[src/qec_map.vh]
// Register map, field positions and timing constants of the encoder counter
`ifndef QEC_MAP_VH
`define QEC_MAP_VH

// ----------------------------------------
// Port offsets
// ----------------------------------------
`define QEC_OFS_MODE1      4'h0
`define QEC_OFS_MODE3      4'h2
`define QEC_OFS_LATCH1     4'h3
`define QEC_OFS_LATCH3     4'h5
`define QEC_OFS_OVF_HOLD   4'h6
`define QEC_OFS_CLEAR      4'h7
`define QEC_OFS_CLK_CASC   4'h8
`define QEC_OFS_TMR_BASE   4'h9
`define QEC_OFS_TMR_DIV    4'ha
`define QEC_OFS_NONE       4'hb
`define QEC_OFS_IC_PEND    4'hc
`define QEC_OFS_IC_MASK    4'hd
`define QEC_OFS_STATUS     4'he
`define QEC_OFS_IC_ACK     4'hf
`define QEC_SUB_HIGH       2'h2
`define QEC_SUB_OVF        2'h3
`define QEC_OVF_BIT        7

// ----------------------------------------
// Field codes
// ----------------------------------------
`define QEC_MODE_OFF       3'h0
`define QEC_MODE_X1        3'h1
`define QEC_MODE_X2        3'h2
`define QEC_MODE_X4        3'h3
`define QEC_MODE_TWO_PULSE 3'h4
`define QEC_MODE_ONE_PULSE 3'h5
`define QEC_MODE_CASCADE   3'h7
`define QEC_LSRC_SW        3'h0
`define QEC_LSRC_INDEX     3'h1
`define QEC_LSRC_DI0       3'h2
`define QEC_LSRC_DI1       3'h3
`define QEC_LSRC_TIMER     3'h4
`define QEC_CASC_48        2'h1
`define QEC_RST_START      24'h00_0000
`define QEC_RST_MID        24'h80_0000
`define QEC_CNT_MAX        24'hff_ffff
`define QEC_IC_MASK_RST    8'hff
`define QEC_IC_VEC_BASE    8'h08

// ----------------------------------------
// Timing
// ----------------------------------------
`define QEC_CLK_NS         5
`define QEC_TICK_NS        100000
`define QEC_SAMP_8M_NS     125
`endif

[src/qec_sync.v]
// Two-stage synchroniser for a group of pin inputs
`timescale 1ns/1ps
module qec_sync #(
  parameter WIDTH = 1
) (
  input  wire             ref_clk,
  input  wire             rst,
  input  wire [WIDTH-1:0] pin_in,
  output reg  [WIDTH-1:0] sync_out
);
  reg [WIDTH-1:0] meta_q;

  always @(posedge ref_clk) begin
    if (rst) begin
      meta_q   <= {WIDTH{1'b0}};
      sync_out <= {WIDTH{1'b0}};
    end else begin
      meta_q   <= pin_in;
      sync_out <= meta_q;
    end
  end
endmodule // qec_sync

[src/qec_chan.v]
// One 24-bit counter channel with input decoding and overflow handling
`timescale 1ns/1ps
`include "qec_map.vh"
module qec_chan (
  input  wire        ref_clk,
  input  wire        rst,
  input  wire        samp,
  input  wire        enc_a,
  input  wire        enc_b,
  input  wire [2:0]  input_mode_sel,
  input  wire        reset_value_sel,
  input  wire        wrap_en,
  input  wire        clr,
  input  wire        casc_en,
  input  wire        casc_up,
  input  wire        casc_dn,
  input  wire        ovf_clr,
  output reg  [23:0] count_q,
  output reg         overflow_seen,
  output reg         carry_up,
  output reg         carry_dn
);
  reg        pa_q;
  reg        pb_q;
  reg        up;
  reg        dn;
  wire       ea = samp & (enc_a ^ pa_q);
  wire       eb = samp & (enc_b ^ pb_q);
  wire       ra = ea & enc_a;
  wire       rb = eb & enc_b;
  wire       wrap_hi = up & (count_q == `QEC_CNT_MAX);
  wire       wrap_lo = dn & (count_q == `QEC_RST_START);
  wire       ovf = wrap_hi | wrap_lo;
  wire [23:0] rst_val = reset_value_sel ? `QEC_RST_MID : `QEC_RST_START;

  // ----------------------------------------
  // Count direction decode
  // ----------------------------------------
  always @* begin
    up = 1'b0;
    dn = 1'b0;
    if (casc_en) begin
      up = casc_up;
      dn = casc_dn;
    end else begin
      case (input_mode_sel)
        `QEC_MODE_X1: begin
          up = ra & ~enc_b;
          dn = ra & enc_b;
        end
        `QEC_MODE_X2: begin
          up = ea & (enc_a ^ enc_b);
          dn = ea & ~(enc_a ^ enc_b);
        end
        `QEC_MODE_X4: begin
          up = (ea & (enc_a ^ enc_b)) | (eb & ~(enc_a ^ enc_b));
          dn = (ea & ~(enc_a ^ enc_b)) | (eb & (enc_a ^ enc_b));
        end
        `QEC_MODE_TWO_PULSE: begin
          up = ra;
          dn = rb;
        end
        `QEC_MODE_ONE_PULSE: begin
          // B low counts up, B high counts down
          up = ra & ~enc_b;
          dn = ra & enc_b;
        end
        default: begin
          up = 1'b0;
          dn = 1'b0;
        end
      endcase
    end
  end

  // ----------------------------------------
  // Counter and flags
  // ----------------------------------------
  always @(posedge ref_clk) begin
    if (rst) begin
      pa_q          <= 1'b0;
      pb_q          <= 1'b0;
      count_q       <= `QEC_RST_START;
      overflow_seen <= 1'b0;
      carry_up      <= 1'b0;
      carry_dn      <= 1'b0;
    end else begin
      if (samp) begin
        pa_q <= enc_a;
        pb_q <= enc_b;
      end
      carry_up <= wrap_hi & wrap_en;
      carry_dn <= wrap_lo & wrap_en;
      if (clr)
        count_q <= rst_val;
      else if (ovf & ~wrap_en)
        count_q <= count_q;
      else if (up)
        count_q <= count_q + 24'h00_0001;
      else if (dn)
        count_q <= count_q - 24'h00_0001;
      // Overflow set wins over a flag-read clear in the same cycle; a counter clear wins over the set
      if (ovf & ~clr)
        overflow_seen <= 1'b1;
      else if (ovf_clr | clr)
        overflow_seen <= 1'b0;
    end
  end
endmodule // qec_chan

[src/qec_top.v]
// Three-channel encoder counter with byte port map, timer and interrupts
`timescale 1ns/1ps
`include "qec_map.vh"
module qec_top #(
  parameter TICK_CYCLES = `QEC_TICK_NS / `QEC_CLK_NS,
  parameter SAMP_CYCLES = `QEC_SAMP_8M_NS / `QEC_CLK_NS
) (
  input  wire       ref_clk,
  input  wire       rst,
  input  wire [3:0] io_addr,
  input  wire [7:0] io_wdata,
  input  wire       io_wr,
  input  wire       io_rd,
  output reg  [7:0] io_rdata,
  input  wire [2:0] enc_a,
  input  wire [2:0] enc_b,
  input  wire [2:0] enc_index,
  input  wire       digital_in_zero,
  input  wire       digital_in_one,
  output reg        irq_q
);
  // ----------------------------------------
  // Pin synchronisation
  // ----------------------------------------
  wire [10:0] pins_s;
  wire [2:0]  a_s   = pins_s[2:0];
  wire [2:0]  b_s   = pins_s[5:3];
  wire [2:0]  idx_s = pins_s[8:6];
  wire        di0_s = pins_s[9];
  wire        di1_s = pins_s[10];

  qec_sync #(
    .WIDTH (11)
  ) u_sync (
    .ref_clk  (ref_clk),
    .rst      (rst),
    .pin_in   ({digital_in_one, digital_in_zero, enc_index, enc_b, enc_a}),
    .sync_out (pins_s)
  );

  reg  [4:0] lvl_q;
  wire [4:0] rise = {di1_s, di0_s, idx_s} & ~lvl_q;

  // ----------------------------------------
  // Control registers
  // ----------------------------------------
  reg [11:0] mode_q;
  reg [11:0] latch_q;
  reg [2:0]  hold_q;
  reg [3:0]  clkcasc_q;
  reg [3:0]  tbase_q;
  reg [7:0]  tdiv_q;
  reg [7:0]  ic_pend_q;
  reg [7:0]  ic_mask_q;
  reg [2:0]  clr_q;

  wire wr_mode  = io_wr & (io_addr <= `QEC_OFS_MODE3);
  wire wr_latch = io_wr & (io_addr >= `QEC_OFS_LATCH1) & (io_addr <= `QEC_OFS_LATCH3);
  // Two-bit slot index, so offsets 4 and 5 wrap round to slots 1 and 2
  wire [1:0] lat_idx = io_addr[1:0] - 2'h3;

  always @(posedge ref_clk) begin
    if (rst) begin
      mode_q    <= 12'h000;
      latch_q   <= 12'h000;
      hold_q    <= 3'h0;
      clkcasc_q <= 4'h0;
      tbase_q   <= 4'h0;
      tdiv_q    <= 8'h00;
      ic_mask_q <= `QEC_IC_MASK_RST;
      lvl_q     <= 5'h00;
    end else begin
      lvl_q <= {di1_s, di0_s, idx_s};
      if (wr_mode)
        mode_q[io_addr[1:0]*4 +: 4] <= io_wdata[3:0];
      if (wr_latch)
        latch_q[lat_idx*4 +: 4] <= io_wdata[3:0];
      if (io_wr & (io_addr == `QEC_OFS_OVF_HOLD))
        hold_q <= io_wdata[2:0];
      if (io_wr & (io_addr == `QEC_OFS_CLK_CASC))
        clkcasc_q <= io_wdata[3:0];
      if (io_wr & (io_addr == `QEC_OFS_TMR_BASE))
        tbase_q <= io_wdata[3:0];
      if (io_wr & (io_addr == `QEC_OFS_TMR_DIV))
        tdiv_q <= io_wdata;
      if (io_wr & (io_addr == `QEC_OFS_IC_MASK))
        ic_mask_q <= io_wdata;
    end
  end

  // Counter reset strobes are one cycle wide
  always @(posedge ref_clk) begin
    if (rst)
      clr_q <= 3'h0;
    else if (io_wr & (io_addr == `QEC_OFS_CLEAR))
      clr_q <= io_wdata[2:0];
    else
      clr_q <= 3'h0;
  end

  // ----------------------------------------
  // Sample strobe from selected count clock
  // ----------------------------------------
  reg  [7:0] samp_cnt_q;
  reg        samp_q;
  wire [7:0] samp_lim = (clkcasc_q[1:0] == 2'h0) ? SAMP_CYCLES[7:0] :
                        (clkcasc_q[1:0] == 2'h1) ? SAMP_CYCLES[6:0] * 8'h02 :
                                                   SAMP_CYCLES[5:0] * 8'h04;

  always @(posedge ref_clk) begin
    if (rst) begin
      samp_cnt_q <= 8'h00;
      samp_q     <= 1'b0;
    end else if (samp_cnt_q + 8'h01 >= samp_lim) begin
      samp_cnt_q <= 8'h00;
      samp_q     <= 1'b1;
    end else begin
      samp_cnt_q <= samp_cnt_q + 8'h01;
      samp_q     <= 1'b0;
    end
  end

  // ----------------------------------------
  // Timer: tick, decade base, divider
  // ----------------------------------------
  reg  [15:0] tick_cnt_q;
  reg  [13:0] base_cnt_q;
  reg  [7:0]  div_cnt_q;
  reg         timer_pulse;
  reg  [13:0] base_lim;
  wire        tick = (tick_cnt_q == TICK_CYCLES[15:0] - 16'h0001);

  always @* begin
    case (tbase_q[2:0])
      3'h0:    base_lim = 14'h0001;
      3'h1:    base_lim = 14'h000a;
      3'h2:    base_lim = 14'h0064;
      3'h3:    base_lim = 14'h03e8;
      3'h4:    base_lim = 14'h2710;
      default: base_lim = 14'h0000;
    endcase
  end

  always @(posedge ref_clk) begin
    if (rst) begin
      tick_cnt_q  <= 16'h0000;
      base_cnt_q  <= 14'h0000;
      div_cnt_q   <= 8'h00;
      timer_pulse <= 1'b0;
    end else begin
      timer_pulse <= 1'b0;
      tick_cnt_q  <= tick ? 16'h0000 : tick_cnt_q + 16'h0001;
      // Divider of zero or an unused base stops the timer
      if (tick & (tdiv_q != 8'h00) & (base_lim != 14'h0000)) begin
        if (base_cnt_q + 14'h0001 >= base_lim) begin
          base_cnt_q <= 14'h0000;
          if (div_cnt_q + 8'h01 >= tdiv_q) begin
            div_cnt_q   <= 8'h00;
            timer_pulse <= 1'b1;
          end else begin
            div_cnt_q <= div_cnt_q + 8'h01;
          end
        end else begin
          base_cnt_q <= base_cnt_q + 14'h0001;
        end
      end
    end
  end

  // ----------------------------------------
  // Channels, latching and snapshots
  // ----------------------------------------
  wire [71:0] cnt_all;
  wire [2:0]  ovf_all;
  wire [2:0]  cy_up;
  wire [2:0]  cy_dn;
  wire [2:0]  sw_latch;
  wire [71:0] snap_all;
  wire        casc48 = (clkcasc_q[3:2] == `QEC_CASC_48);

  genvar g;
  generate
    for (g = 0; g < 3; g = g + 1) begin : g_ch
      wire [2:0] src = latch_q[g*4 +: 3];
      wire       lc  = latch_q[g*4 + 3];
      wire       rd_hi = io_rd & (io_addr[3:2] == g) & (io_addr[1:0] == `QEC_SUB_HIGH);
      wire       rd_ov = io_rd & (io_addr[3:2] == g) & (io_addr[1:0] == `QEC_SUB_OVF);
      wire       ev = ((src == `QEC_LSRC_INDEX) & rise[g]) |
                      ((src == `QEC_LSRC_DI0)   & rise[3]) |
                      ((src == `QEC_LSRC_DI1)   & rise[4]) |
                      ((src == `QEC_LSRC_TIMER) & timer_pulse);
      assign sw_latch[g] = rd_hi & (src == `QEC_LSRC_SW);
      wire       cen = (g == 0) & (casc48 | (mode_q[2:0] == `QEC_MODE_CASCADE));
      reg [23:0] snap_q;

      always @(posedge ref_clk) begin
        if (rst)
          snap_q <= 24'h00_0000;
        else if (sw_latch[g] | ev)
          snap_q <= cnt_all[g*24 +: 24];
      end
      assign snap_all[g*24 +: 24] = snap_q;

      qec_chan u_chan (
        .ref_clk         (ref_clk),
        .rst             (rst),
        .samp            (samp_q),
        .enc_a           (a_s[g]),
        .enc_b           (b_s[g]),
        .input_mode_sel  (mode_q[g*4 +: 3]),
        .reset_value_sel (mode_q[g*4 + 3]),
        .wrap_en         (hold_q[g]),
        .clr             (clr_q[g] | ((ev | sw_latch[g]) & lc)),
        .casc_en         (cen),
        .casc_up         (cy_up[1]),
        .casc_dn         (cy_dn[1]),
        .ovf_clr         (rd_ov),
        .count_q         (cnt_all[g*24 +: 24]),
        .overflow_seen   (ovf_all[g]),
        .carry_up        (cy_up[g]),
        .carry_dn        (cy_dn[g])
      );
    end
  endgenerate

  // ----------------------------------------
  // Interrupt controller
  // ----------------------------------------
  wire [7:0] ic_src = {tbase_q[3] ? timer_pulse : rise[4], rise[3], rise[2:0], ovf_all};
  reg  [7:0] ovf_lvl_q;
  wire [7:0] ic_edge = {ic_src[7:3], ovf_all & ~ovf_lvl_q[2:0]};
  wire [7:0] ic_act = ic_pend_q & ~ic_mask_q;
  reg  [2:0] ic_sel;
  reg  [7:0] ic_ack_clr;
  integer    k;

  always @* begin
    ic_sel = 3'h0;
    for (k = 7; k >= 0; k = k - 1) begin
      if (ic_act[k])
        ic_sel = k[2:0];
    end
  end

  always @* begin
    ic_ack_clr = 8'h00;
    if (io_wr & (io_addr == `QEC_OFS_IC_PEND))
      ic_ack_clr = io_wdata;
    else if (io_rd & (io_addr == `QEC_OFS_IC_ACK) & (ic_act != 8'h00))
      ic_ack_clr[ic_sel] = 1'b1;
  end

  always @(posedge ref_clk) begin
    if (rst) begin
      ic_pend_q <= 8'h00;
      ovf_lvl_q <= 8'h00;
      irq_q     <= 1'b0;
    end else begin
      ovf_lvl_q <= {5'h00, ovf_all};
      // New edges win over an acknowledge in the same cycle
      ic_pend_q <= (ic_pend_q & ~ic_ack_clr) | ic_edge;
      irq_q     <= (ic_act != 8'h00);
    end
  end

  // ----------------------------------------
  // Read port
  // ----------------------------------------
  wire [23:0] cnt_sel  = cnt_all[io_addr[3:2]*24 +: 24];
  wire [23:0] snap_sel = snap_all[io_addr[3:2]*24 +: 24];
  wire        sw_sel   = (latch_q[io_addr[3:2]*4 +: 3] == `QEC_LSRC_SW);

  always @(posedge ref_clk) begin
    if (rst) begin
      io_rdata <= 8'h00;
    end else if (io_rd) begin
      if (io_addr < `QEC_OFS_IC_PEND) begin
        if (io_addr[1:0] == 2'h0)
          io_rdata <= snap_sel[7:0];
        else if (io_addr[1:0] == 2'h1)
          io_rdata <= snap_sel[15:8];
        else if (io_addr[1:0] == `QEC_SUB_HIGH)
          io_rdata <= sw_sel ? cnt_sel[23:16] : snap_sel[23:16];
        else
          io_rdata <= {ovf_all[io_addr[3:2]], 7'h00};
      end else if (io_addr == `QEC_OFS_IC_PEND) begin
        io_rdata <= ic_pend_q;
      end else if (io_addr == `QEC_OFS_IC_MASK) begin
        io_rdata <= ic_mask_q;
      end else if (io_addr == `QEC_OFS_STATUS) begin
        io_rdata <= {3'h0, di1_s, di0_s, idx_s};
      end else begin
        io_rdata <= (ic_act != 8'h00) ? `QEC_IC_VEC_BASE + {5'h00, ic_sel} :
                                        8'h00;
      end
    end
  end
endmodule // qec_top

[config.mk]
export PLATFORM = sky130hd
export DESIGN_NAME = qec_top
export DESIGN_NICKNAME = d
export VERILOG_FILES = /design/src/qec_sync.v /design/src/qec_chan.v /design/src/qec_top.v
export VERILOG_INCLUDE_DIRS = /design/src
export SDC_FILE = /design/constraint.sdc
export NUM_CORES = 1
export LEC_CHECK = 0
export BUFFER_PORTS_ARGS = -buffer_cell sky130_fd_sc_hd__clkbuf_2
export CAP_MARGIN = 20
export CORE_MARGIN = 3
export CORE_UTILIZATION = 43
export DETAILED_ROUTE_END_ITERATION = 8
export SYNTH_ARGS = -nofsm -noshare
export SYNTH_HDL_FRONTEND = slang
export SYNTH_HIERARCHICAL = 1
export SYNTH_SLANG_ARGS = --single-unit
[constraint.sdc]
create_clock -name ref_clk -period 4.6 [get_ports ref_clk]
set_clock_uncertainty 0.1 [all_clocks]
set_input_delay 1.38 -clock ref_clk [delete_from_list [all_inputs] [get_ports ref_clk]]
set_output_delay 1.38 -clock ref_clk [all_outputs]
set_load 0.03 [all_outputs]
Word level (Yosys, flattened, before mapping)
Index checks and enable logic that the tools add are counted.
{"block": "word_totals", "register_bits": 304, "latch_bits": 0, "ramBits": 0, "rom_bits": 0, "wordCells": 365, "n_memories": 0}
{"block": "op_classes", "add_sub_neg": 14, "mul": 1, "n_div": 0, "n_lt_le_gt_ge": 10, "eq_ne": 55, "shifts": 7, "n_mux": 62, "bitwise_logic": 146, "n_reduce_logical": 32}
{"operator": "$mux W24", "n": 15}
{"operator": "$shiftx A72 B8 Y24", "n": 2}
{"operator": "$and A1 B1 Y1", "n": 85}
{"operator": "$mux W8", "n": 10}
{"operator": "$add A24 B1 Y24 const B", "n": 3}
{"operator": "$eq A24 B24 Y1 const B", "n": 3}
{"operator": "$logic_not A24 Y1", "n": 3}
{"operator": "$sub A24 B1 Y24 const B", "n": 3}
{"operator": "$pmux W14 S5", "n": 1}
{"operator": "$neg A4 Y34", "n": 2}
{"operator": "$shift A4 B34 Y12 const A", "n": 2}
{"operator": "$shiftx A4 B34 Y12", "n": 2}
{"operator": "$eq A3 B2 Y1 const B", "n": 14}
{"operator": "$eq A3 B3 Y1 const B", "n": 11}
{"operator": "$eq A4 B4 Y1 const B", "n": 7}
{"operator": "$or A1 B1 Y1", "n": 28}
{"operator": "$bwmux W12", "n": 2}
{"operator": "$mux W3", "n": 8}
{"operator": "$pmux W1 S4", "n": 6}
{"operator": "$eq A3 B1 Y1 const B", "n": 7}
{"operator": "$add A16 B1 Y16 const B", "n": 1}
{"operator": "$add A8 B1 Y8 const B", "n": 2}
{"operator": "$and A8 B8 Y8", "n": 2}
{"operator": "$eq A16 B15 Y1 const B", "n": 1}
{"operator": "other kinds (43)", "n": 107}

Depth between registers and ports, before layout
{"block": "depth", "word_depth": 19, "depth_mapped": 17}

Hierarchy
The synthesis kept the hierarchy.
{"module": "qec_top", "n_inst": 1, "cells_per_inst": 1200, "area_per_inst_um2": 10153.5}
{"module": "qec_chan (g_ch[0].u_chan ...)", "n_inst": 2, "cells_per_inst": 318, "area_per_inst_um2": 2611.3}
{"module": "qec_chan (g_ch[1].u_chan)", "n_inst": 1, "cells_per_inst": 319, "area_per_inst_um2": 2595.0}
{"module": "qec_sync", "n_inst": 1, "cells_per_inst": 46, "area_per_inst_um2": 640.6}

Worst setup path after synthesis
No wires, ideal clock.
{"block": "synth_timing", "path_kind": "flip-flop to flip-flop", "start": "register clkcasc_q[2]", "end": "register g_ch[0].u_chan.count_q[23]", "arrival_ps": 3914, "path_slack_ps": 482, "stages_incl_launch_ff": 18, "n_path_buf": 1, "synth_period_minus_slack_ps": 4118, "cell_sequence": "dfxtp_1 -> inv_1 -> o21ai_0 -> a21oi_1 -> o31ai_2 -> nor4_2 -> nor3_4 -> ha_1 -> clkbuf_1 -> a2111oi_0 -> o21ai_1 -> a31oi_1 -> a21oi_1 -> o21ai_1 -> a31o_2 -> xnor2_1 -> a211oi_1 -> a2111oi_2"}
{"block": "synth_between", "elab_chain_len": 8, "elab_cells_between_ends": 14, "classes_between": "eq/ne (2); mux (5); bitwise (5); reduce/logical (2)"}
{"element": "from (decl)", "line": "qec_top.v:50", "rtl": "reg [3:0] clkcasc_q;"}
{"element": "from (signal assigned)", "line": "qec_top.v:81", "rtl": "clkcasc_q <= io_wdata[3:0];"}
{"element": "$eq A2 B1 Y1 (no source line) *"}
{"element": "$or A1 B1 Y1 *"}
{"element": "net g_ch[0].cen", "line": "qec_top.v:193", "rtl": "wire cen = (g == 0) & (casc48 | (mode_q[2:0] == `QEC_MODE_CASCADE));"}
{"element": "$mux W1", "line": "qec_chan.v:42", "rtl": "if (casc_en) begin"}
{"element": "$and A1 B1 Y1 (on tied branches)", "line": "qec_chan.v:31, qec_chan.v:32"}
{"element": "$or A1 B1 Y1", "line": "qec_chan.v:33", "rtl": "wire ovf = wrap_hi | wrap_lo;"}
{"element": "$and A1 B1 Y1", "line": "qec_chan.v:96", "rtl": "else if (ovf & ~wrap_en)"}
{"element": "$ne A2 B1 Y1 (no source line)"}
{"element": "$reduce_and A2 Y1 (no source line)"}
{"element": "to (signal assigned)", "line": "qec_chan.v:95", "rtl": "count_q <= rst_val;"}
{"element": "to (signal assigned)", "line": "qec_chan.v:97", "rtl": "count_q <= count_q;"}
{"element": "to (signal assigned)", "line": "qec_chan.v:99", "rtl": "count_q <= count_q + 24'h00_0001;"}
{"element": "to (decl)", "line": "qec_chan.v:18", "rtl": "output reg [23:0] count_q,"}
Mark *: on every way through the listed nets, which the timed path passes. The rest lies on a longest branch. The select of a mux whose other input is x is not followed.
A chain may end at the register's enable or synchronous reset.

Worst setup path in the final report
{"block": "layout_timing", "start": "register mode_q[8]", "end": "register g_ch[2].u_chan.count_q[23]"}
{"block": "layout_between", "elab_chain_len": 8, "elab_cells_between_ends": 18, "classes_between": "eq/ne (6); mux (5); bitwise (4); reduce/logical (3)"}
{"element": "from (decl)", "line": "qec_top.v:47", "rtl": "reg [11:0] mode_q;"}
{"element": "from (signal, indexed assignment)", "line": "qec_top.v:75", "rtl": "mode_q[io_addr[1:0]*4 +: 4] <= io_wdata[3:0];"}
{"element": "$eq A3 B1 Y1 or $eq A3 B3 Y1 (tied branches)", "line": "qec_chan.v:46", "rtl": "case (input_mode_sel)"}
{"element": "$reduce_or A2 Y1 (no source line)"}
{"element": "$pmux W1 S4", "line": "qec_chan.v:46"}
{"element": "$and A1 B1 Y1 (on tied branches)", "line": "qec_chan.v:31, qec_chan.v:32"}
{"element": "$or A1 B1 Y1", "line": "qec_chan.v:33"}
{"element": "$and A1 B1 Y1", "line": "qec_chan.v:96"}
{"element": "$ne A2 B1 Y1 (no source line)"}
{"element": "$reduce_and A2 Y1 (no source line)"}
{"element": "to (signal assigned)", "line": "qec_chan.v:95"}
{"element": "to (signal assigned)", "line": "qec_chan.v:97"}
{"element": "to (signal assigned)", "line": "qec_chan.v:99"}
{"element": "to (decl)", "line": "qec_chan.v:18"}
Parallel ways exist; a longest one is shown, timed or not. The select of a mux whose other input is x is not followed.

==> results summary <==
The run finished with clean final reports. The largest net degree at the start of global routing is slightly above 60. The number of buffers and inverters on the critical path is 0. The worst hold path begins at ovf_lvl_q[0]. The Yosys step of the flow raised 6 warnings. The clock sink total came out at approximately 300. The slew at the pin closest to its max-slew limit came out at between 1 and 1.5 ns. After detailed routing, the average wire length per cell comes to approximately 18 um. The first routing iteration left between 1k and 1.5k violations.

The port buffer count came out at 35. Summed over all nets, the half-perimeter wirelength after detailed placement is 36.85 mm. The share of cells above drive strength 1 came out at 9.812%. Counting the buffers created by CTS gives 37.

The worst hold slack came out at approximately 0.32 ns. The clock passes through at most 3 buffers. The remaining global-route overflow is 0. For this configuration, the core starts out at a cell density of 43.78%. The worst setup path is of the reg2reg kind. The vias per cell is 5.776.

The number of diodes is 0. Synthesis handed over a netlist of ~2.2k instances. The number of setup violations in the final report came out at 0. The max capacitance violation total is 0. Setup repair after global routing left no endpoint under its margin. The arrival time of the worst setup path came out at ~4.5 ns. The number of detailed-routing iterations run before antenna repair came out at 5. The hold violation total from the final report came out at 0.

In this run the mean area of a mapped cell was between 8 and 9 um2. The wire length of the first global-routing pass came out at ~82 mm. The dominant cell type by count on the critical path is o21ai_1. The worst setup path is launched from a register. TritonCTS built the clock tree.

The number of pins with negative max-slew slack in the final report came out at 0. The cell area after technology mapping is around 0.018 mm2. The type of element capturing the critical path is a register. The area of the core is around 0.042 mm2. At the end of the flow, the number of nets in the layout was ~2.3k. The data required time at the worst endpoint is between 4 and 5 ns. The boundary pin count is 36. The total wire length is roughly 50 mm. The die extent in y is approximately 210 um. The startpoint of the most critical register-to-register path is mode_q[8]. The largest stage delay on the critical path came out at around 0.58 ns. The static power due to leakage came out at about 8.4 nW. The depth of the most critical reg-to-reg path came out at 13.

The share of the clock period used by the worst path is 91.43%. The global-route usage over all layers is a little over a fifth. The die boundary width came out at roughly 210 um. Traced cell by cell, the critical path runs through o31ai_2 > nor4_2 > nor3_4 > ha_1 > a2111oi_0 > o21ai_1 > a31oi_1 > a21oi_1 > o21ai_1 > a31o_2 > xnor2_1 > a211oi_1 > a2111oi_2. The reg2reg setup slack came out at 0.39 ns. The initial antenna violation count is 0. The minimum clock period after layout came out at 4.206 ns.

The via count of the first global-routing pass came out at between 15k and 20k. The clock tree synthesis step divided the H-tree into 2 levels. At the later pin of the worst-skew pair, clock insertion delay measures 0.55 ns. The worst supply voltage drop on vdd came out at roughly 0.22 mV. Compared with the post-synthesis result, the final layout area differs by 10.08%. The floorplan step defined a die boundary enclosing about 0.046 mm2. For this run, design rule violations remaining after detail routing come to 0. The relative slew slack is a little under a third. The setup TNS came out at 0 ns.

The total power density per cell area came out at 290.1 mW/mm2. The total of hold buffers inserted after clock tree synthesis is 0. Along the worst hold path, the cell count comes to 1.

The clock-pin slew on the worst setup and hold paths came out at roughly 0.06 ns. The tightest min-delay check is of the reg2reg type. On the critical path, the stage with the largest delay is an instance of nor3_4. The post-route antenna net violation count is 0.

The biggest fanout along the worst timing path came out at 13. On the critical path the largest part of the delay comes from compound AO/OA/AOI/OAI gates. The initialized floorplan defines 75 standard-cell rows. The capture point of the worst reg-to-reg path is g_ch[2].u_chan/count_q[23]. The top achievable clock speed is 237.8 MHz. The overall via count from detail_route is ~16k. The routability-driven placement congestion ratio came out at 0.9194. The root buffer cell chosen for the clock tree is clkbuf_16.

The worst hold path endpoint is ic_pend_q[0].
## metrics by stage
step	setup WS (ns)	std cells	utilization [%]	cell area (um2)	power, mW
final	0.3941	2771	48.20	20350	5.905
after floorplan	0.4823	2199	-	18520	2.944
after CTS	0.1250	2768	48.12	20320	5.978
after detailed placement	0.1674	2703	45.25	19110	3.051
after global placement	0.3529	2703	45.25	19110	3.049
after global routing	0.01184	2771	48.20	20350	6.116
## sequential cells by signal (all words and copies together) (netlist names), 11 cells and up
signal and flops:
base_cnt_q 14, g_ch.snap_q 72, g_ch.u_chan/count_q 72, latch_q 12, mode_q 12, tick_cnt_q 16
u_sync/meta_q 11, u_sync/sync_out 11
## worst register-to-register path, stage by stage, from the launching register on
cell       delay (ns)
dfxtp_1          0.40
o31ai_2          0.40
nor4_2           0.13
nor3_4           0.58
ha_1             0.44
a2111oi_0        0.39
o21ai_1          0.17
a31oi_1          0.30
a21oi_1          0.15
o21ai_1          0.23
a31o_2           0.20
xnor2_1          0.14
a211oi_1         0.12
a2111oi_2        0.34
## power breakdown
part           total [mW]  internal, mW  switching, mW
registers            2.69          2.66         0.0261
logic               0.310        0.0982          0.212
clock network        2.91          1.75           1.16
total                5.90          4.51           1.40
## worst max path at each step
| stage | startpoint | to | slack [ns] | cells past startpoint |
|---|---|---|---|---|
| 4_1_cts | clkcasc_q[2] | g_ch[0].u_chan/count_q[23] | 0.13 | 16 |
| 5_1_grt | mode_q[4] | g_ch[1].u_chan/count_q[20] | 0.01 | 15 |
| 2_1_floorplan | clkcasc_q[2] | g_ch[0].u_chan/count_q[23] | 0.48 | 17 |
| 3_3_place_gp | clkcasc_q[2] | g_ch[0].u_chan/count_q[23] | 0.35 | 16 |
| 6_report | mode_q[8] | g_ch[2].u_chan/count_q[23] | 0.39 | 13 |
| 3_5_place_dp | clkcasc_q[2] | g_ch[0].u_chan/count_q[23] | 0.17 | 16 |
## layout make-up
cell class | count | area (um2)
timing repair buffer | 67 | 421.7
tap | 539 | 674.4
multi-input combinational | 1741 | 11750
clock buffer | 54 | 1080
clock inverter | 11 | 132.6
sequential | 304 | 6087
inverter | 55 | 206.4
fill | 4114 | 21870
## per-layer routing
metal	wire length (um)	vias to the layer above	track usage [%]
met5	0	-	0
met4	1290	0	6.153
met3	2299	88	3.263
met2	22880	365	35.91
met1	23760	7583	30.42
li1	-	7968	-
## layout by cell type, fill, tap and decap left out, types with 18 or more instances in the layout
master and instances:
mux2i_1 169, a21o_1 40, nor4_1 26, clkbuf_2 34, clkbuf_16 37, nor3_1 51, a21oi_1 136, inv_1 53
or2_2 18, nor2b_1 38, o211ai_1 25, dfxtp_1 303, a31oi_1 25, nand4_1 42, ha_1 105, a211oi_1 18
xnor2_1 62, buf_4 32, nand2b_1 43, xor2_1 39, nand2_1 186, o21ai_0 55, nor2_1 290, nand3_1 61
## what timing repair did
action | in CTS | in global routing
resized for setup | 0 | 4
setup buffers | 0 | 2
setup endpoints to repair | 0 | 6
No activity file was read; power rests on OpenSTA's default activity.
